[src/nfcp_consts.svh]
`ifndef NFCP_CONSTS_SVH
`define NFCP_CONSTS_SVH

// ****************************************
// Command codes
// ****************************************
`define NFCP_CMD_READ 8'h00
`define NFCP_CMD_READ_GO 8'h30
`define NFCP_CMD_COL_CHG 8'h05
`define NFCP_CMD_COL_GO 8'he0
`define NFCP_CMD_MULTI 8'h60
`define NFCP_CMD_STATUS 8'h70
`define NFCP_CMD_MSTATUS 8'h71
`define NFCP_CMD_ECC 8'h7a
`define NFCP_CMD_RESET 8'hff

// ****************************************
// Geometry and address format
// ****************************************
`define NFCP_COL_W 13
`define NFCP_ROW_W 17
`define NFCP_PAGE_BYTES 13'h1080
`define NFCP_PAGE_MSB 5
`define NFCP_DIST_BIT 6
`define NFCP_ADDR_CYC 5
`define NFCP_COL_CYC 2

// ****************************************
// Timing
// ****************************************
`define NFCP_CLK_NS 40
`define NFCP_T_WB_NS 100
`define NFCP_T_WHR_NS 60
`define NFCP_T_REA_NS 20
`define NFCP_SYNC_CYC 2
`define NFCP_WB_CYC ((`NFCP_T_WB_NS + `NFCP_CLK_NS - 1) / `NFCP_CLK_NS)
`define NFCP_WHR_CYC ((`NFCP_T_WHR_NS + `NFCP_CLK_NS - 1) / `NFCP_CLK_NS)
`define NFCP_RE_CYC (((`NFCP_T_REA_NS + `NFCP_CLK_NS - 1) / `NFCP_CLK_NS) + `NFCP_SYNC_CYC)

`endif

[src/nfcp_pkg.sv]
`include "nfcp_consts.svh"

package nfcp_pkg;

  typedef enum logic [2:0] {
    OP_READ = 3'h0,
    OP_MULTI = 3'h1,
    OP_COLCHG = 3'h2,
    OP_STATUS = 3'h3,
    OP_MSTATUS = 3'h4,
    OP_ECCSTAT = 3'h5,
    OP_RESET = 3'h6,
    OP_RDBYTE = 3'h7
  } nfcp_op_t;

  typedef enum logic [6:0] {
    ST_IDLE = 7'h01,
    ST_SETUP = 7'h02,
    ST_HOLD = 7'h04,
    ST_WAITB = 7'h08,
    ST_WAITR = 7'h10,
    ST_WHR = 7'h20,
    ST_RDLO = 7'h40
  } nfcp_state_t;

  typedef enum logic [1:0] {
    K_CMD = 2'h0,
    K_ADDR = 2'h1,
    K_END = 2'h2
  } nfcp_kind_t;

  typedef struct packed {
    nfcp_kind_t kind;
    logic [7:0] data;
  } nfcp_item_t;

  typedef struct packed {
    nfcp_op_t op;
    logic [`NFCP_COL_W-1:0] col;
    logic [`NFCP_ROW_W-1:0] row;
    logic [`NFCP_ROW_W-1:0] row2;
  } nfcp_req_t;

  typedef struct packed {
    logic ceN;
    logic cle;
    logic ale;
    logic weN;
    logic readStrobeN;
    logic wpN;
    logic ioOe;
    logic [7:0] ioOut;
  } nfcp_pins_t;

  typedef struct packed {
    nfcp_state_t st;
    nfcp_req_t req;
    logic [3:0] step;
    logic [2:0] cnt;
    nfcp_pins_t pins;
    logic [7:0] io1;
    logic [7:0] io2;
    logic rb1;
    logic rb2;
    logic singleRead;
    logic respValid;
    logic [7:0] respData;
  } nfcp_regs_t;

endpackage

[src/nfcp_host.sv]
// Behaviour
// - ready_busy_n is open drain; system pull-up makes the high level.
// - A full address takes five consecutive address-latch cycles.
// - Cycles carry column 0-7, column 8-12, row 0-7, row 8-15, row 16.
// - Write strobe rise latches command, address or data per latch enables.
// - During read busy strobes stay high; only reset and status accepted.
// - Single-page read is 00h, five address cycles, then 30h.
// - 05h, new column, E0h restarts output at a new column, repeatable.
// - Multi-page read selects at most one block in each district.
// - Both multi-page read addresses share the same in-block page bits.
`include "nfcp_consts.svh"

module nfcp_host (
  // Clock and reset
  input wire logic ref_clk,
  input wire logic srst,
  // Request port
  input wire logic reqValid,
  output logic reqReady,
  input wire nfcp_pkg::nfcp_req_t req,
  input wire logic protectReq,
  // Answer port
  output logic respValid,
  output logic [7:0] respData,
  output logic devBusy,
  // Flash pins
  output nfcp_pkg::nfcp_pins_t flashPins,
  input wire logic [7:0] ioIn,
  input wire logic readyBusyN
);

  // ****************************************
  // Sequence tables
  // ****************************************
  function automatic logic [7:0] addrByte(input logic [`NFCP_COL_W-1:0] col,
                                          input logic [`NFCP_ROW_W-1:0] row,
                                          input logic [3:0] idx);
    logic [7:0] b;
    unique case (idx)
      4'h0: b = col[7:0];
      4'h1: b = {3'h0, col[12:8]};
      4'h2: b = row[7:0];
      4'h3: b = row[15:8];
      default: b = {7'h00, row[16]};
    endcase
    return b;
  endfunction

  function automatic nfcp_pkg::nfcp_item_t seqItem(input nfcp_pkg::nfcp_req_t r,
                                                   input logic [3:0] step);
    nfcp_pkg::nfcp_item_t it;
    it = '{nfcp_pkg::K_END, 8'h00};
    unique case (r.op)
      nfcp_pkg::OP_READ: begin
        if (step == 4'h0) it = '{nfcp_pkg::K_CMD, `NFCP_CMD_READ};
        else if (step <= 4'h5) it = '{nfcp_pkg::K_ADDR, addrByte(r.col, r.row, step - 4'h1)};
        else if (step == 4'h6) it = '{nfcp_pkg::K_CMD, `NFCP_CMD_READ_GO};
      end
      nfcp_pkg::OP_MULTI: begin
        if (step == 4'h0 || step == 4'h6) it = '{nfcp_pkg::K_CMD, `NFCP_CMD_MULTI};
        else if (step <= 4'h5) it = '{nfcp_pkg::K_ADDR, addrByte(r.col, r.row, step - 4'h1)};
        else if (step <= 4'hb) it = '{nfcp_pkg::K_ADDR, addrByte(r.col, r.row2, step - 4'h7)};
        else if (step == 4'hc) it = '{nfcp_pkg::K_CMD, `NFCP_CMD_READ_GO};
      end
      nfcp_pkg::OP_COLCHG: begin
        if (step == 4'h0) it = '{nfcp_pkg::K_CMD, `NFCP_CMD_COL_CHG};
        else if (step <= 4'h2) it = '{nfcp_pkg::K_ADDR, addrByte(r.col, r.row, step - 4'h1)};
        else if (step == 4'h3) it = '{nfcp_pkg::K_CMD, `NFCP_CMD_COL_GO};
      end
      nfcp_pkg::OP_STATUS: if (step == 4'h0) it = '{nfcp_pkg::K_CMD, `NFCP_CMD_STATUS};
      nfcp_pkg::OP_MSTATUS: if (step == 4'h0) it = '{nfcp_pkg::K_CMD, `NFCP_CMD_MSTATUS};
      nfcp_pkg::OP_ECCSTAT: if (step == 4'h0) it = '{nfcp_pkg::K_CMD, `NFCP_CMD_ECC};
      nfcp_pkg::OP_RESET: if (step == 4'h0) it = '{nfcp_pkg::K_CMD, `NFCP_CMD_RESET};
      nfcp_pkg::OP_RDBYTE: it = '{nfcp_pkg::K_END, 8'h00};
    endcase
    return it;
  endfunction

  // ****************************************
  // State
  // ****************************************
  nfcp_pkg::nfcp_regs_t s_reg;
  nfcp_pkg::nfcp_regs_t s_next;
  nfcp_pkg::nfcp_item_t curItem;
  logic busyOk;
  logic multiOk;
  logic colOk;

  assign curItem = seqItem(s_reg.req, s_reg.step);

  // Only reset and status reads may go to a busy device
  assign busyOk = s_reg.rb2 || req.op == nfcp_pkg::OP_STATUS ||
                  req.op == nfcp_pkg::OP_MSTATUS || req.op == nfcp_pkg::OP_RESET;
  assign multiOk = req.row[`NFCP_DIST_BIT] != req.row2[`NFCP_DIST_BIT] &&
                   req.row[`NFCP_PAGE_MSB:0] == req.row2[`NFCP_PAGE_MSB:0] &&
                   !protectReq;
  assign colOk = req.col < `NFCP_PAGE_BYTES;
  assign reqReady = s_reg.st == nfcp_pkg::ST_IDLE && busyOk &&
                    (req.op != nfcp_pkg::OP_ECCSTAT || s_reg.singleRead) &&
                    (req.op != nfcp_pkg::OP_MULTI || multiOk) &&
                    (req.op == nfcp_pkg::OP_RDBYTE || req.op > nfcp_pkg::OP_COLCHG || colOk);

  always_comb begin
    s_next = s_reg;
    s_next.respValid = 1'b0;
    s_next.io1 = ioIn;
    s_next.io2 = s_reg.io1;
    s_next.rb1 = readyBusyN;
    s_next.rb2 = s_reg.rb1;
    s_next.pins.ceN = 1'b0;
    s_next.pins.wpN = !protectReq;
    unique case (s_reg.st)
      nfcp_pkg::ST_IDLE: begin
        if (reqValid && reqReady) begin
          s_next.req = req;
          s_next.step = 4'h0;
          s_next.st = nfcp_pkg::ST_SETUP;
        end
      end
      nfcp_pkg::ST_SETUP: begin
        if (curItem.kind == nfcp_pkg::K_END) begin
          s_next.pins.cle = 1'b0;
          s_next.pins.ale = 1'b0;
          s_next.pins.ioOe = 1'b0;
          unique case (s_reg.req.op)
            nfcp_pkg::OP_READ, nfcp_pkg::OP_MULTI, nfcp_pkg::OP_RESET: begin
              s_next.cnt = 3'(`NFCP_WB_CYC);
              s_next.st = nfcp_pkg::ST_WAITB;
            end
            nfcp_pkg::OP_COLCHG, nfcp_pkg::OP_STATUS, nfcp_pkg::OP_MSTATUS,
            nfcp_pkg::OP_ECCSTAT, nfcp_pkg::OP_RDBYTE: begin
              s_next.cnt = 3'(`NFCP_WHR_CYC);
              s_next.st = nfcp_pkg::ST_WHR;
            end
          endcase
        end else begin
          s_next.pins.weN = 1'b0;
          s_next.pins.cle = curItem.kind == nfcp_pkg::K_CMD;
          s_next.pins.ale = curItem.kind == nfcp_pkg::K_ADDR;
          s_next.pins.ioOe = 1'b1;
          s_next.pins.ioOut = curItem.data;
          s_next.st = nfcp_pkg::ST_HOLD;
        end
      end
      nfcp_pkg::ST_HOLD: begin
        s_next.pins.weN = 1'b1;
        s_next.step = s_reg.step + 4'h1;
        s_next.st = nfcp_pkg::ST_SETUP;
      end
      nfcp_pkg::ST_WAITB: begin
        s_next.cnt = s_reg.cnt - 3'h1;
        if (s_reg.cnt == 3'h1) s_next.st = nfcp_pkg::ST_WAITR;
      end
      nfcp_pkg::ST_WAITR: begin
        if (s_reg.rb2) begin
          s_next.singleRead = s_reg.req.op == nfcp_pkg::OP_READ;
          s_next.st = nfcp_pkg::ST_IDLE;
        end
      end
      nfcp_pkg::ST_WHR: begin
        s_next.cnt = s_reg.cnt - 3'h1;
        if (s_reg.cnt == 3'h1) begin
          if (s_reg.req.op == nfcp_pkg::OP_COLCHG) begin
            s_next.st = nfcp_pkg::ST_IDLE;
          end else begin
            s_next.pins.readStrobeN = 1'b0;
            s_next.cnt = 3'(`NFCP_RE_CYC);
            s_next.st = nfcp_pkg::ST_RDLO;
          end
        end
      end
      nfcp_pkg::ST_RDLO: begin
        s_next.cnt = s_reg.cnt - 3'h1;
        if (s_reg.cnt == 3'h1) begin
          s_next.pins.readStrobeN = 1'b1;
          s_next.respData = s_reg.io2;
          s_next.respValid = 1'b1;
          s_next.st = nfcp_pkg::ST_IDLE;
        end
      end
      default: s_next.st = nfcp_pkg::ST_IDLE;
    endcase
  end

  always_ff @(posedge ref_clk) begin
    if (srst) begin
      s_reg <= '0;
      s_reg.st <= nfcp_pkg::ST_IDLE;
      s_reg.pins <= '{1'b1, 1'b0, 1'b0, 1'b1, 1'b1, 1'b0, 1'b0, 8'h00};
    end else begin
      s_reg <= s_next;
    end
  end

  assign flashPins = s_reg.pins;
  assign respValid = s_reg.respValid;
  assign respData = s_reg.respData;
  assign devBusy = !s_reg.rb2;

  // ****************************************
  // Checks
  // ****************************************
  logic [3:0] addrRun;

  always_ff @(posedge ref_clk) begin
    if (srst) begin
      addrRun <= 4'h0;
    end else if (s_reg.st == nfcp_pkg::ST_SETUP && curItem.kind == nfcp_pkg::K_CMD) begin
      addrRun <= 4'h0;
    end else if (s_reg.st == nfcp_pkg::ST_SETUP && curItem.kind == nfcp_pkg::K_ADDR) begin
      addrRun <= addrRun + 4'h1;
    end
  end

  property p_latch_excl;
    @(posedge ref_clk) disable iff (srst)
      !flashPins.weN |-> !(flashPins.cle && flashPins.ale) && flashPins.readStrobeN;
  endproperty
  a_latch_excl: assert property (p_latch_excl)
    else $error("command and address latch together");

  property p_busy_quiet;
    @(posedge ref_clk) disable iff (srst)
      s_reg.st == nfcp_pkg::ST_WAITR |-> flashPins.weN && flashPins.readStrobeN;
  endproperty
  a_busy_quiet: assert property (p_busy_quiet)
    else $error("strobe moved during busy");

  property p_five_addr;
    @(posedge ref_clk) disable iff (srst)
      s_reg.st == nfcp_pkg::ST_SETUP &&
      curItem == nfcp_pkg::nfcp_item_t'{nfcp_pkg::K_CMD, `NFCP_CMD_READ_GO}
      |-> addrRun == 4'(`NFCP_ADDR_CYC) ##1 flashPins.cle && flashPins.ioOut == `NFCP_CMD_READ_GO;
  endproperty
  a_five_addr: assert property (p_five_addr)
    else $error("read start without five address cycles");

  property p_col_two;
    @(posedge ref_clk) disable iff (srst)
      s_reg.st == nfcp_pkg::ST_SETUP &&
      curItem == nfcp_pkg::nfcp_item_t'{nfcp_pkg::K_CMD, `NFCP_CMD_COL_GO}
      |-> addrRun == 4'(`NFCP_COL_CYC);
  endproperty
  a_col_two: assert property (p_col_two)
    else $error("column change without two address cycles");

  property p_col_top;
    @(posedge ref_clk) disable iff (srst)
      s_reg.st == nfcp_pkg::ST_SETUP && curItem.kind == nfcp_pkg::K_ADDR && addrRun == 4'h1
      |=> flashPins.ale && flashPins.ioOut[7:5] == 3'h0;
  endproperty
  a_col_top: assert property (p_col_top)
    else $error("second address cycle top bits set");

  property p_bus_turn;
    @(posedge ref_clk) disable iff (srst)
      !flashPins.readStrobeN |-> !flashPins.ioOe ##0 $past(flashPins.weN, 2);
  endproperty
  a_bus_turn: assert property (p_bus_turn)
    else $error("port driven while reading");

  property p_wait_ready;
    @(posedge ref_clk) disable iff (srst)
      s_reg.st == nfcp_pkg::ST_WAITR && s_reg.rb2 |=> s_reg.st == nfcp_pkg::ST_IDLE;
  endproperty
  a_wait_ready: assert property (p_wait_ready)
    else $error("did not leave busy wait on ready");

  property p_multi_addr;
    @(posedge ref_clk) disable iff (srst)
      reqValid && reqReady && req.op == nfcp_pkg::OP_MULTI
      |-> req.row[`NFCP_DIST_BIT] != req.row2[`NFCP_DIST_BIT] &&
          req.row[`NFCP_PAGE_MSB:0] == req.row2[`NFCP_PAGE_MSB:0];
  endproperty
  a_multi_addr: assert property (p_multi_addr)
    else $error("multi read address pair accepted illegally");

endmodule

[config.mk]
export PLATFORM = sky130hd
export DESIGN_NAME = nfcp_host
export DESIGN_NICKNAME = d
export VERILOG_FILES = /design/src/nfcp_pkg.sv /design/src/nfcp_host.sv
export VERILOG_INCLUDE_DIRS = /design/src
export SDC_FILE = /design/constraint.sdc
export NUM_CORES = 1
export LEC_CHECK = 0
export ABC_AREA = 1
export BUFFER_PORTS_ARGS = -buffer_cell sky130_fd_sc_hd__buf_2
export CAP_MARGIN = 20
export CORE_MARGIN = 3
export CORE_UTILIZATION = 35
export DETAILED_ROUTE_END_ITERATION = 12
export MAX_ROUTING_LAYER = met4
export PLACE_DENSITY = 0.53
export SKIP_CTS_REPAIR_TIMING = 1
export SKIP_LAST_GASP = 1
export SLEW_MARGIN = 20
export SYNTH_ARGS = -nofsm -noshare
export SYNTH_HDL_FRONTEND = slang
export SYNTH_SLANG_ARGS = --single-unit
[constraint.sdc]
create_clock -name ref_clk -period 2.82 [get_ports ref_clk]
set_input_delay 0.564 -clock ref_clk [delete_from_list [all_inputs] [get_ports ref_clk]]
set_output_delay 0.564 -clock ref_clk [all_outputs]
set_load 0.005 [all_outputs]
==> results of run 1 <==
## power by group through the flow
| stage | sequential (mW) | clock, mW | combinational, mW |
|---|---|---|---|
| 2_1_floorplan | 1.80 | 0 | 0.540 |
| 3_3_place_gp | 1.83 | 0 | 0.698 |
| 3_5_place_dp | 1.83 | 0 | 0.697 |
| 4_1_cts | 1.80 | 1.30 | 0.700 |
| 5_1_grt | 1.81 | 1.35 | 0.800 |
| 6_report | 1.80 | 1.25 | 0.693 |
## through the flow
stage	worst slack, ps	util	hold WS (ps)	power, mW
floorplan	769.1	-	388.3	2.344
global placement	311.4	0.3936	390.1	2.531
detailed placement	296.1	0.3936	393.8	2.531
CTS	292.1	0.4125	385.0	3.796
global route	126.4	0.4125	397.4	3.967
finish	355.1	0.4125	397.6	3.740
## routing by layer
metal	vias to the layer above	wire, µm	track usage
met4	0	164	0.04850
met5	-	0	-
met1	2103	7544	0.2391
met2	79	6043	0.2487
li1	2652	-	-
met3	11	451	0.03232
## worst paths after layout
check | to | slack, ps | cells after the start
worst max-delay path | reqReady | 360 | 10
worst min-delay path | flashPins[9] | 400 | 2
worst max register to register | flashPins[3] | 500 | 13
worst min register to register | s_reg[13] | 400 | 2
## synth_stat cells, types with 2 or more instances
cell type and number:
o21bai_1 2, nor2_4 4, buf_6 8, o221ai_2 2, o21ai_1 13, ha_1 9, inv_2 9, inv_1 128
buf_4 23, nor2_2 4, nand2_4 2, o21ai_2 5, o211ai_1 4, a21oi_2 3, dfxtp_1 109, o21ai_0 64
nor2_1 73, o22ai_1 8, nand2_2 5, nor4_1 2, o31ai_1 3, nand2_1 145, nand3_1 42, xnor2_1 2
clkbuf_1 16, nor3_1 7, nand4_1 15, a21oi_1 65, o21a_1 4
## logic make-up (layout without fill, tap and decap cells)
kind of cell,Yosys count,after routing,share of synthesized area
AND/OR/NAND/NOR,307,307,0.2492
buffers and inverters,185,252,0.1501
AO/OA/AOI/OAI,180,180,0.1836
flip-flops,109,109,0.3895
adder cells (fa/ha/maj),9,9,0.02010
XOR/XNOR,4,4,0.007594
## critical path: stages
cell and delay (ps):
buf_2 100, inv_1 50, a21oi_1 120, o21ai_0 90, nor3_1 160, nand2_1 180
nand2_1 100, nand3_1 70, a221oi_1 300, buf_2 180
## cell usage in the layout, fill, tap and decap left out, drive strengths merged, types with 10 or more instances in the layout
cell type / n
clkbuf: 10
dfxtp: 109
buf: 98
a21oi: 68
nand3: 43
nand2: 152
nand4: 16
inv: 140
o21ai: 82
nor2: 82
## cell type report
class,count,area [µm²],area share
Clock inverter,6,52.55,0.008258
Inverter,138,518.0,0.08140
Sequential cell,109,2182,0.3429
Multi-Input combinational cell,500,2580,0.4054
Clock buffer,10,239.0,0.03755
Timing Repair Buffer,98,528.0,0.08297
Tap cell,211,264.0,0.04149
==> impl_metrics.toml, run 1 <==
[clock_network]
clock_latency_ps = 360
cts_buffer_depth = 2
h-tree-depth = 3
clockRootBuffer = "clkbuf_16"
cts_sinks = 109
clk_pin_slew_worst_paths_ps = 70
cts_buffers = 9
cts_tree = "done"

[sta]
maxSlewViolCount = 0
clock_skew_ps = 9.978
worst_slew_pin_slew_ps = 619.0
fin_crit_sh = 0.8741
finalSetupTns_ps = 0
fmax_ghz = 0.4057
min_period_ps = 2465
finalHoldViolCount = 0
max_slew_margin = 0.5835
setup_violations = 0
rsz0062_at_grt = "false"

[placed_design]
placed_cell_area_um2 = 6072
dp_cells = 1056
gp_congestion = 0.8932
port_buffers = 88
dp_hpwl_mm = 10.87

[logic_synthesis]
synth_area_um2 = 5603
async_reset_ff_frac = 0
synthTopCellsByArea = "dfxtp_1, nand2_1, inv_1"
syn_inst = 794
synth_top_area_frac = 0.3895
yosysUniqueCellTypes = 47
yosysTopAreaCell = "dfxtp_1"
postSynthAreaPerCell_um2 = 7.057
synth_warnings = 0
ys_seq_area_frac = 0.3895
synth_seq_cells = 109
synth_edf_count = 0
synth_flop_cell = "dfxtp_1"
synth_nets = 866

[global_route]
grt_antenna_before_repair = 0
grt_pass1_wl_mm = 23.44
grt_max_degree = 96
grt_use_total = 0.1699
grt_pass1_vias = 4609
grt-ovfl-total = 0

[setup_path]
cp.arrival_ps = 1900
worst_setup_path_end_kind = "primary output"
critical_path_required_ps = 2260
startpoint_type = "input port"
r2r_start = "s_reg[47]"
cp_max_fo = 2
worstSetupPathType = "input port to primary output"
crit_path_start = "req[21]"

[detailed_routing]
routed_wirelength_mm = 14.20
wl_per_cell_um = 13.25
viasPerCell = 4.520
drt_iter0_drc = 259
ant_nets = 0
drc = 0
drt-pass1-iter-count = 4
dr_total_vias = 4845

[finish]
antenna_cells = 0
drive_above_1_share = 0.1858
fin_cells = 1072
syn2layout_area_growth_pct = 13.58
nets = 928
final_area_um2 = 6364
nFillCells = 1730
largest_reg_flops = 74

[run]
cap_violations = 0

[pwr]
power_frac_comb = 0.185
power_frac_seq = 0.480
swShare = 0.3069
max-vdd-ir-drop_v = 0.0002540
power_density_nw_per_um2 = 587.8
p_int_mw = 2.592
p_leak_nw = 2.886
clockPowerShare = 0.334
power.switching_mw = 1.148

[floorplanning]
core_region_area_um2 = 15430
die-area_um2 = 17560
initial_core_util = 0.3632
pin_count = 89
die_y_um = 132.5
die_w_um = 132.5
num_rows = 45

[hold_path]
hp-start = "protectReq"
hold_class = "input port to flip-flop"

[run_status]
outcome = "finished, final reports clean"
Note: power is estimated with default switching activity, not from simulation.
==> run 2, diff against run 1 <==
==> constraint.sdc (replaced) <==
create_clock -name ref_clk -period 2.45 [get_ports ref_clk]
set_input_delay 0.49 -clock ref_clk [delete_from_list [all_inputs] [get_ports ref_clk]]
set_output_delay 0.49 -clock ref_clk [all_outputs]
set_load 0.005 [all_outputs]
==> run 2 against run 1 <==
- register-to-register slack worse by 220 ps
- die area unchanged
- hold slack got worse by 71 ps
- setup slack got worse by 210 ps
- sequential share of layout area down 0.65 points
- largest cell class unchanged
==> impl_metrics.toml, run 2 (synthesis gave the netlist of run 1 again) <==
[sta]
fmax_ghz = 0.4346
worst_slew_pin_slew_ps = 628.1
fin_crit_sh = 0.9392
setup_violations = 0
max_slew_margin = 0.5774
rsz0062_at_grt = "true"
finalHoldViolCount = 0
maxSlewViolCount = 0
min_period_ps = 2301
clock_skew_ps = 9.905

[global_route]
use_met1 = 0.2371
grt-ovfl-total = 0
globalRouteMet3Util = 0.03612
grt_pass1_vias = 4677
grt_use_total = 0.1693
grt_max_degree = 86
grt_use_met2 = 0.2516
grt_antenna_before_repair = 0
busiest_layer = "met2"
grt_pass1_wl_mm = 23.50

[detailed_routing]
drt_iter0_drc = 233
drc = 0
dr_total_vias = 4903
ant_nets = 0
drt-pass1-iter-count = 4
routed_wirelength_mm = 14.28
wl_per_cell_um = 13.18
viasPerCell = 4.527

[clock_network]
clk_pin_slew_worst_paths_ps = 70
clock_latency_ps = 360
cts_tree = "done"
cts_sinks = 109
cts_buffer_depth = 2
cts_buffers = 9
h-tree-depth = 3
clockRootBuffer = "clkbuf_16"

[placed_design]
placed_cell_area_um2 = 6160
gp_congestion = 0.8546
port_buffers = 88
dp_hpwl_mm = 11.07

[finish]
drive_above_1_share = 0.1972
mostFrequentLayoutCells = "nand2_1, inv_1, dfxtp_1, buf_2, nor2_1"
syn2layout_area_growth_pct = 15.83
final_common_cell = "nand2_1"
final_area_um2 = 6490
largest_reg_flops = 74
antenna_cells = 0
nets = 939

[setup_path]
worstSetupPathType = "input port to primary output"
worst_setup_path_end_kind = "primary output"
cp_max_fo = 2
crit_path_max_incr_delay_ps = 270
startpoint_type = "input port"
path_cells = "buf_2 -> inv_1 -> a21oi_1 -> o21ai_0 -> nor3_1 -> nand2_1 -> nand2_1 -> nand3_1 -> a221oi_2 -> buf_2"
critPathSlowestCell = "a221oi_2"
cp.arrival_ps = 1810
critical_path_required_ps = 1960

[floorplanning]
die-area_um2 = 17560
die_w_um = 132.5
num_rows = 45
core_region_area_um2 = 15430
initial_core_util = 0.3632
die_y_um = 132.5
pin_count = 89

[pwr]
max-vdd-ir-drop_v = 0.0005447
p_leak_nw = 2.949
power_density_nw_per_um2 = 679.8
power_mw = 4.412

[hold_path]
hold_class = "input port to flip-flop"

[run_status]
outcome = "finished, final reports clean"

[run]
cap_violations = 0
run 2: changes by cell type in the layout (fill, tap and decap cells not counted), sizes merged:
cell,delta
inv,-1
bufinv,+1
buf,+11
run 2: worst paths after layout:
path                    from           end  slack [ps]  depth (start not counted)
hold / removal    protectReq  flashPins[9]         330                          2
hold reg to reg   s_next[14]     s_reg[14]         390                          2
setup / recovery     req[21]      reqReady         150                         10
setup reg to reg   s_reg[47]  flashPins[3]         280                         13
run 2: layout make-up:
cell class,count,area [µm²]
clock buffer,10,229.0
clock inverter,6,81.33
fill,1726,8937
inverter,138,518.0
multi-input combinational,500,2591
sequential,109,2183
tap,211,264.0
timing repair buffer,109,623.1
run 2: per-layer routing:
metal  vias up  share of wire
li1       2672              -
met1      2135           0.51
met2        84           0.44
met3        12          0.040
met4         0          0.011
met5         -              0
run 2: critical path: cells and delay by family:
family,cells,cell delay [ps]
buffers and inverters,3,310
and+or+nand+nor,4,540
AOI/OAI and AO/OA,3,470
run 2: where the power goes:
part | total (mW) | switching (mW) | internal [mW]
combinational | 0.821 | 0.512 | 0.309
sequential | 2.07 | 0.109 | 1.96
clock | 1.52 | 0.709 | 0.814
total | 4.41 | 1.33 | 3.08
run 2: per-stage QoR:
step                      hold WS (ps)  instances  setup WS (ps)  utilization  TNS, ps
after detailed placement         394.0       1066          55.97       0.3993        0
after CTS                        313.0       1082          52.57       0.4194        0
after global placement           390.4       1066          96.93       0.3993        0
after global routing             324.7       1083         -43.45       0.4207   -43.45
final                            326.2       1083          148.9       0.4207        0
after floorplan                  388.3        794          399.1            -        0
